### src/rtl/clkbank_consts.svh
// Register offsets, field positions, reset values and codes of the output bank registers
`ifndef CLKBANK_CONSTS_SVH
`define CLKBANK_CONSTS_SVH

// Bank C register offsets
`define ADDR_C_CTRL   8'h22
`define ADDR_C_OUT0   8'h24
`define ADDR_C_OUT1   8'h25

// Bank D register offsets
`define ADDR_FRAC_LO  8'h28
`define ADDR_FRAC_MID 8'h29
`define ADDR_FRAC_HI  8'h2a
`define ADDR_FINT     8'h2b
`define ADDR_D_DIV    8'h2c
`define ADDR_D_SEL    8'h2d
`define ADDR_D_PWR    8'h2e
`define ADDR_D_RSVD   8'h2f
`define ADDR_D_OUT0   8'h30
`define ADDR_D_OUT1   8'h31

// Field positions inside a byte register
`define BIT_PD        7
`define BIT_SRC       0
`define BIT_STY       2
`define BIT_DIVKIND   1
`define BIT_MUXSRC    0
`define AMP_HI        1
`define AMP_LO        0
`define POSTDIV_HI    3
`define POSTDIV_LO    2
`define FINT_HI       3
`define DIV_HI        5

// Reset values
`define RST_FRAC      24'h600000
`define RST_FINT      4'h9
`define RST_DDIV      6'h0d
`define RST_BYTE      8'h00

// Amplitude codes, single-ended swing
`define AMP_350MV     2'h0
`define AMP_500MV     2'h1
`define AMP_750MV     2'h2
`define AMP_RSVD      2'h3

// Output style codes
`define STY_LVDS      1'h0
`define STY_LVPECL    1'h1

`endif

### src/rtl/clkbank_pkg.sv
// Types shared by the output bank configuration logic
package clkbank_pkg;

   typedef logic [1:0] amp_t;

   // Bank C settings, from pins or from registers
   typedef struct packed {
      logic       bankPd;
      logic [1:0] pd;
      logic [1:0] sty;
      amp_t       amp1;
      amp_t       amp0;
   } bankCCfg_t;

   // Bank D settings, from pins or from registers
   typedef struct packed {
      logic [5:0]  divCode;
      logic [3:0]  fracInt;
      logic [23:0] frac;
      logic [1:0]  postDiv;
      logic        divKind;
      logic        muxSrc;
      logic        bankPd;
      logic        out0Pd;
      logic        out1Pd;
      logic        sty0;
      amp_t        amp0;
   } bankDCfg_t;

   // Byte access from the serial port engine
   typedef struct packed {
      logic [7:0] addr;
      logic       wr;
      logic       rd;
      logic [7:0] wdata;
   } regReq_t;

endpackage : clkbank_pkg

### src/rtl/bank_source_select.sv
// Registered choice between pin-derived and register settings of one bank
`timescale 1ns/10ps
module bank_source_select #(
   parameter int W = 8
) (
   input  wire logic         clk_sys,
   input  wire logic         reset_n,
   input  wire logic         useReg,
   input  wire logic [W-1:0] pinVal,
   input  wire logic [W-1:0] regVal,
   output logic      [W-1:0] selVal
);

   logic [W-1:0] sel_r;
   logic [W-1:0] sel_nxt;

   // Pick the active source
   always_comb
   begin
      sel_nxt = useReg ? regVal : pinVal;
   end

   // Hold the applied settings
   always_ff @(posedge clk_sys or negedge reset_n)
   begin
      if (!reset_n)
         sel_r <= '0;
      else
         sel_r <= sel_nxt;
   end

   assign selVal = sel_r;

endmodule : bank_source_select

### src/rtl/clock_output_bank_config_regs.sv
// Configuration registers and source selection for clock output banks C and D
//
// Summary of operation
// - Bank C source bit 0 uses pins, 1 uses registers; resets to 0.
// - Each bank C output powers down when its power-down bit is 1.
// - Bank C output style bit: 0 drives LVDS, 1 drives LVPECL.
// - Bank C amplitude: 00 350 mV, 01 500 mV, 10 750 mV, 11 reserved.
// - Reserved bits are written zero by host; device reads them as zero.
// - Fraction is the 24-bit field over 2^24, low byte first, reset 600000h.
// - Integer part 5h to Fh divides by value; 0h to 4h reserved; reset 1001b.
// - Total fractional ratio is integer part plus the fraction.
// - Bank D source bit 0 uses pins, 1 uses registers.
// - Bank D power-down powers bank and first output down, second output high-Z.
`timescale 1ns/10ps
`include "clkbank_consts.svh"
module clock_output_bank_config_regs
   import clkbank_pkg::*;
(
   input  wire logic        clk_sys,
   input  wire logic        reset_n,
   input  wire regReq_t     regReq,
   output logic      [7:0]  regRdata,
   output logic             regRdValid,
   input  wire bankCCfg_t   pinCfgC,
   input  wire bankDCfg_t   pinCfgD,
   output bankCCfg_t        effCfgC,
   output bankDCfg_t        effCfgD,
   output logic             bankCOut0Off,
   output logic             bankCOut1Off,
   output logic             bankDOut0Off,
   output logic             bankDOut1HiZ,
   output logic      [27:0] fracRatio
);

   // ************************************************************
   // Register storage
   // ************************************************************

   bankCCfg_t  cReg_r;
   bankCCfg_t  cReg_nxt;
   bankDCfg_t  dReg_r;
   bankDCfg_t  dReg_nxt;
   logic       cSrc_r;
   logic       cSrc_nxt;
   logic       dSrc_r;
   logic       dSrc_nxt;
   logic [7:0] rdData_r;
   logic [7:0] rdData_nxt;
   logic       rdValid_r;
   logic       rdValid_nxt;
   logic [7:0] wd;

   assign wd = regReq.wdata;

   // Write decode; only defined bits are stored
   always_comb
   begin
      cReg_nxt = cReg_r;
      dReg_nxt = dReg_r;
      cSrc_nxt = cSrc_r;
      dSrc_nxt = dSrc_r;
      if (regReq.wr)
      begin
         case (regReq.addr)
            `ADDR_C_CTRL:
            begin
               cReg_nxt.bankPd = wd[`BIT_PD];
               cSrc_nxt        = wd[`BIT_SRC];
            end
            `ADDR_C_OUT0:
            begin
               cReg_nxt.pd[0] = wd[`BIT_PD];
               cReg_nxt.sty[0] = wd[`BIT_STY];
               cReg_nxt.amp0  = wd[`AMP_HI:`AMP_LO];
            end
            `ADDR_C_OUT1:
            begin
               cReg_nxt.pd[1] = wd[`BIT_PD];
               cReg_nxt.sty[1] = wd[`BIT_STY];
               cReg_nxt.amp1  = wd[`AMP_HI:`AMP_LO];
            end
            `ADDR_FRAC_LO:  dReg_nxt.frac[7:0]   = wd;
            `ADDR_FRAC_MID: dReg_nxt.frac[15:8]  = wd;
            `ADDR_FRAC_HI:  dReg_nxt.frac[23:16] = wd;
            `ADDR_FINT:     dReg_nxt.fracInt     = wd[`FINT_HI:0];
            `ADDR_D_DIV:    dReg_nxt.divCode     = wd[`DIV_HI:0];
            `ADDR_D_SEL:
            begin
               dReg_nxt.postDiv = wd[`POSTDIV_HI:`POSTDIV_LO];
               dReg_nxt.divKind = wd[`BIT_DIVKIND];
               dReg_nxt.muxSrc  = wd[`BIT_MUXSRC];
            end
            `ADDR_D_PWR:
            begin
               dReg_nxt.bankPd = wd[`BIT_PD];
               dSrc_nxt        = wd[`BIT_SRC];
            end
            `ADDR_D_OUT0:
            begin
               dReg_nxt.out0Pd = wd[`BIT_PD];
               dReg_nxt.sty0   = wd[`BIT_STY];
               dReg_nxt.amp0   = wd[`AMP_HI:`AMP_LO];
            end
            `ADDR_D_OUT1:   dReg_nxt.out1Pd = wd[`BIT_PD];
            default:
            begin
               cReg_nxt = cReg_r;                                   // Unmapped: ignored
            end
         endcase
      end
   end

   // Read mux; reserved bits and unmapped bytes read zero
   always_comb
   begin
      rdValid_nxt = regReq.rd;
      rdData_nxt  = `RST_BYTE;
      if (regReq.rd)
      begin
         case (regReq.addr)
            `ADDR_C_CTRL:   rdData_nxt = {cReg_r.bankPd, 6'h00, cSrc_r};
            `ADDR_C_OUT0:   rdData_nxt = {cReg_r.pd[0], 4'h0, cReg_r.sty[0], cReg_r.amp0};
            `ADDR_C_OUT1:   rdData_nxt = {cReg_r.pd[1], 4'h0, cReg_r.sty[1], cReg_r.amp1};
            `ADDR_FRAC_LO:  rdData_nxt = dReg_r.frac[7:0];
            `ADDR_FRAC_MID: rdData_nxt = dReg_r.frac[15:8];
            `ADDR_FRAC_HI:  rdData_nxt = dReg_r.frac[23:16];
            `ADDR_FINT:     rdData_nxt = {4'h0, dReg_r.fracInt};
            `ADDR_D_DIV:    rdData_nxt = {2'h0, dReg_r.divCode};
            `ADDR_D_SEL:    rdData_nxt = {4'h0, dReg_r.postDiv, dReg_r.divKind,
                                          dReg_r.muxSrc};
            `ADDR_D_PWR:    rdData_nxt = {dReg_r.bankPd, 6'h00, dSrc_r};
            `ADDR_D_OUT0:   rdData_nxt = {dReg_r.out0Pd, 4'h0, dReg_r.sty0, dReg_r.amp0};
            `ADDR_D_OUT1:   rdData_nxt = {dReg_r.out1Pd, 7'h00};
            default:        rdData_nxt = `RST_BYTE;
         endcase
      end
   end

   // Register update and reset values
   always_ff @(posedge clk_sys or negedge reset_n)
   begin
      if (!reset_n)
      begin
         cReg_r         <= '0;
         cSrc_r         <= 1'h0;
         dSrc_r         <= 1'h0;
         dReg_r         <= '0;
         dReg_r.frac    <= `RST_FRAC;
         dReg_r.fracInt <= `RST_FINT;
         dReg_r.divCode <= `RST_DDIV;
         rdData_r       <= `RST_BYTE;
         rdValid_r      <= 1'h0;
      end
      else
      begin
         cReg_r    <= cReg_nxt;
         dReg_r    <= dReg_nxt;
         cSrc_r    <= cSrc_nxt;
         dSrc_r    <= dSrc_nxt;
         rdData_r  <= rdData_nxt;
         rdValid_r <= rdValid_nxt;
      end
   end

   assign regRdata   = rdData_r;
   assign regRdValid = rdValid_r;

   // ************************************************************
   // Source selection and applied settings
   // ************************************************************

   // Bank C pin or register control
   bank_source_select #(.W($bits(bankCCfg_t))) selC (
      .clk_sys (clk_sys),
      .reset_n (reset_n),
      .useReg  (cSrc_r),
      .pinVal  (pinCfgC),
      .regVal  (cReg_r),
      .selVal  (effCfgC)
   );

   // Bank D pin or register control
   bank_source_select #(.W($bits(bankDCfg_t))) selD (
      .clk_sys (clk_sys),
      .reset_n (reset_n),
      .useReg  (dSrc_r),
      .pinVal  (pinCfgD),
      .regVal  (dReg_r),
      .selVal  (effCfgD)
   );

   // Output power states from the applied settings
   assign bankCOut0Off = effCfgC.pd[0];
   assign bankCOut1Off = effCfgC.pd[1];
   assign bankDOut0Off = effCfgD.bankPd | effCfgD.out0Pd;
   assign bankDOut1HiZ = effCfgD.bankPd | effCfgD.out1Pd;

   // Ratio as 4.24 fixed point: integer part plus fraction over 2^24
   assign fracRatio = {effCfgD.fracInt, effCfgD.frac};

   // Write decodes used by the assertions
   logic wrCOut0;
   logic wrCOut1;
   logic wrDOut0;
   logic keepC;
   logic keepD;

   // Strobes per target byte
   assign wrCOut0 = regReq.wr && regReq.addr == `ADDR_C_OUT0;
   assign wrCOut1 = regReq.wr && regReq.addr == `ADDR_C_OUT1;
   assign wrDOut0 = regReq.wr && regReq.addr == `ADDR_D_OUT0;
   assign keepC   = !(regReq.wr && regReq.addr == `ADDR_C_CTRL);
   assign keepD   = !(regReq.wr && regReq.addr == `ADDR_D_PWR);
endmodule : clock_output_bank_config_regs

### config.mk
export PLATFORM = sky130hd
export DESIGN_NAME = clock_output_bank_config_regs
export DESIGN_NICKNAME = d
export VERILOG_FILES = /design/src/rtl/clkbank_pkg.sv /design/src/rtl/bank_source_select.sv /design/src/rtl/clock_output_bank_config_regs.sv
export VERILOG_INCLUDE_DIRS = /design/src /design/src/rtl
export SDC_FILE = /design/constraint.sdc
export NUM_CORES = 1
export LEC_CHECK = 0
export ABC_CLOCK_PERIOD_IN_PS = 1700
export BUFFER_PORTS_ARGS = -buffer_cell sky130_fd_sc_hd__buf_2
export CAP_MARGIN = 0
export CORE_MARGIN = 5
export CORE_UTILIZATION = 45
export DETAILED_ROUTE_END_ITERATION = 8
export MAX_ROUTING_LAYER = met4
export PLACE_DENSITY = 0.75
export REMOVE_ABC_BUFFERS = 1
export SYNTH_ARGS = -nofsm -noshare
export SYNTH_HDL_FRONTEND = slang
export SYNTH_HIERARCHICAL = 1
export SYNTH_SLANG_ARGS = --single-unit
### constraint.sdc
create_clock -name clk_sys -period 1.7 [get_ports clk_sys]
set_input_delay 0.085 -clock clk_sys [delete_from_list [all_inputs] [get_ports clk_sys]]
set_output_delay 0.085 -clock clk_sys [all_outputs]
set_load 0.005 [all_outputs]
==> metrics.md <==
| Metric | Value |
|---|---|
| Status | `complete, no violations` |
| Routed wire per std cell | `18.9 µm` |
| Largest net degree at the start of global routing | `42` |
| Fin nets | `687` |
| # resized after CTS | `0` |
| CTS Hold Bufs | `59` |
| Slew Limit Fails | `0` |
| Hold depth | `2` |
| Pwr Density | `941 nW/µm²` |
| Final setup viols | `0` |
| Actual slew at the worst max-slew pin | `0.575 ns` |
| Dpl cells | `683` |
| Area grow syn2layout | `39.0%` |
| Cells after synthesis | `376` |
| Top-count cell post-synth | `dfrtp_1` |
| Ant. Diodes | `0` |
| Worst EP required | `2.00 ns` |
| Top post-synthesis cells by area | `dfrtp_1 (50%), mux2_4 (13%), mux2_2 (11%)` |
| Drt drc | `0` |
| Grt total ovfl | `0` |
| Synth top area share | `49.9%` |
| CTS Sinks | `117` |
| Setup WS pre-CTS | `-0.273 ns` |
| Crit-path max FO | `8` |
| Routability Congestion | `0.920` |
| Worst Setup End Kind | `flop` |
| Final Instance Count excl. Fillers | `774` |
| Asr flop ratio synth | `100%` |
| CTS H-Tree Depth | `4` |
| Post-route clock period utilization | `90.0%` |
| Total Neg Setup Slack | `0 ns` |
| CP Launch Type | `primary input` |
| CP max stage delay | `0.57 ns` |
| CTS tree | `done` |
| Fmax | `0.654 GHz` |
| Slew HR | `61.7%` |
| Worst-path clk slew | `0.06 ns` |
| Leak | `3.84 nW` |
| Via count | `3914` |
| Syn Area/Cell | `14.7 µm²` |
| Register area share after synthesis | `53.2%` |
| WHS Endpoint | `dReg_r[8]` |
| Die H | `121 µm` |
| Hold Path Class | `primary input to flop` |
| Library cell with the largest summed area after synthesis | `dfrtp_1` |
| # IOs | `167` |
| Global-route wire length before repair | `23.4 mm` |
| Post-synthesis compound-gate area fraction | `3.74%` |
| Worst IR drop on VDD | `458 µV` |
| Worst-case hold slack | `0.0246 ns` |
| Share of post-route cells with drive strength above 1 | `58.2%` |
| FF-to-FF path depth | `4` |
| PnR worst setup slack | `0.170 ns` |
| EDFF count, synth | `0` |
| Full die area | `14600 µm²` |
| Post-Syn Area | `5520 µm²` |
| WP data arrival | `1.83 ns` |
| Skew final | `0.00653 ns` |
| Post-CTS setup buffers | `0` |
| R2R Path End | `regRdata[2]` |
| Critical path class | `primary input to flop` |
| Area after DPL | `6510 µm²` |
| R2r setup slk | `0.31 ns` |
| CTS buffer count | `17` |
| Min cycle time layout | `1.53 ns` |
| Post-synthesis adder-cell area fraction | `0%` |
| Largest family of logic cells by synthesized area | `multiplexers` |
| Port buffer count | `166` |
| Rows | `40` |
| Initial antenna violation count | `0` |
| Max-Cap Viols | `0` |
| DR iter-0 viols | `173` |
| FF-to-FF Start | `dReg_r[28]` |
| Synth cell types | `51` |
| XOR/XNOR Fraction of Synth Area | `0%` |
| Number of routed nets with antenna violations | `0` |
| Simple logic cell fraction of the synthesized area | `6.37%` |
| Vias in the first global route | `4317` |
| Cell Chain, Critical Path | `buf_2 -> or4b_1 -> or2_1 -> nor2_8 -> mux2_2` |
| Fill cell count | `875` |
| Hold Violations, Final | `0` |
| Die W | `121 µm` |
| Pre-Repair DR Iteration Count | `4` |
| Final core utilization | `63.9%` |
| Number of synthesized register bits | `117` |
| YS warnings | `6` |
| Root buffer cell | `clkbuf_16` |
| Hold Crit Start | `regReq[2]` |
| Final wirelength | `14.7 mm` |
| Cell area after layout | `7670 µm²` |
| Hpwl dp | `10.5 mm` |
| Drt via density | `5.06` |
| RSZ-0062 raised after global routing | `false` |
| Clk_lat worst skew | `0.42 ns` |
| Initial core utilization | `45.9%` |
| List of most frequent post-synthesis cells | `dfrtp_1 (110), mux2_2 (55), mux2_4 (49), buf_4 (30), mux2i_1 (11)` |
| Maximum root-to-sink buffer count | `2` |
| Ys flop type | `dfrtp_1` |
| Mux contribution to synthesized area | `29.2%` |
| Core ar. | `12000 µm²` |
| Gr usage total | `21.7%` |
| Total Power | `7.22 mW` |
| Slowest-stage cell, CP | `or4b_1` |
## sequential cells by signal, indices dropped and copies added, names as in the netlist
name and cells:
regRdata 8, cSrc_r 1, selC/selVal 9, selD/selVal 44
cReg_r 9, dSrc_r 1, dReg_r 44, regRdValid 1
## worst max path at each step
stage | start | to
floorplan | dSrc_r | regRdata[0]
global route | regReq[14] | dReg_r[8]
CTS | regReq[14] | dReg_r[22]
finish | regReq[14] | dReg_r[22]
detailed placement | regReq[14] | dReg_r[22]
global placement | regReq[14] | dReg_r[8]
## placed cells by master (no fill, tap or decap), types with 4 or more instances in the layout
master / netlist / final
mux2_1: 7 / 7
mux2_4: 49 / 49
nand2_1: 5 / 5
nand3_1: 8 / 8
clkinv_4: 0 / 4
buf_4: 30 / 40
and3_1: 7 / 7
mux2i_1: 11 / 11
buf_12: 4 / 4
clkbuf_16: 0 / 17
dlygate4sd3_1: 0 / 59
dfrtp_1: 110 / 109
a221oi_1: 4 / 4
nor2_1: 7 / 7
dfstp_2: 7 / 7
mux2_2: 55 / 55
inv_1: 4 / 4
buf_2: 4 / 165
clkinvlp_4: 0 / 5
a21oi_1: 5 / 5
## critical path: cells and delay by family
family        cells  cell delay (ns)
simple gates      3             1.28
mux               1             0.36
buf+inv           1             0.10
## logic make-up after synthesis
group	Yosys count
muxes	125
and+or+nand+nor	54
AOI/OAI and AO/OA	27
DFF	117
buffers and inverters	53
## power by group
group          internal (mW)  switching, mW
Clock                   2.05           1.34
Combinational          0.484          0.340
Sequential              2.92         0.0821
Total                   5.46           1.76
## routing by layer
metal  share of wire [%]  wire (µm)  track usage (%)  vias to the layer above
met3                 4.9        720             4.96                       23
li1                    -          -                -                     1819
met1                  42       6220             26.4                     1933
met4                 1.7        242             6.09                        0
met2                  51       7480             36.4                      139
met5                   0          0                -                        -
## area by class of cell
cell class                      instances  area (µm²)  share of cell area (%)
Clock buffer                           18         439                    5.72
Sequential cell                       117        2940                    38.3
Clock inverter                         14         130                    1.70
Timing Repair Buffer                  268        1800                    23.4
Tap cell                              147         184                    2.40
Multi-Input combinational cell        206        2170                    28.3
Inverter                                4        15.0                   0.196
Note: power is estimated with default switching activity, not from simulation.
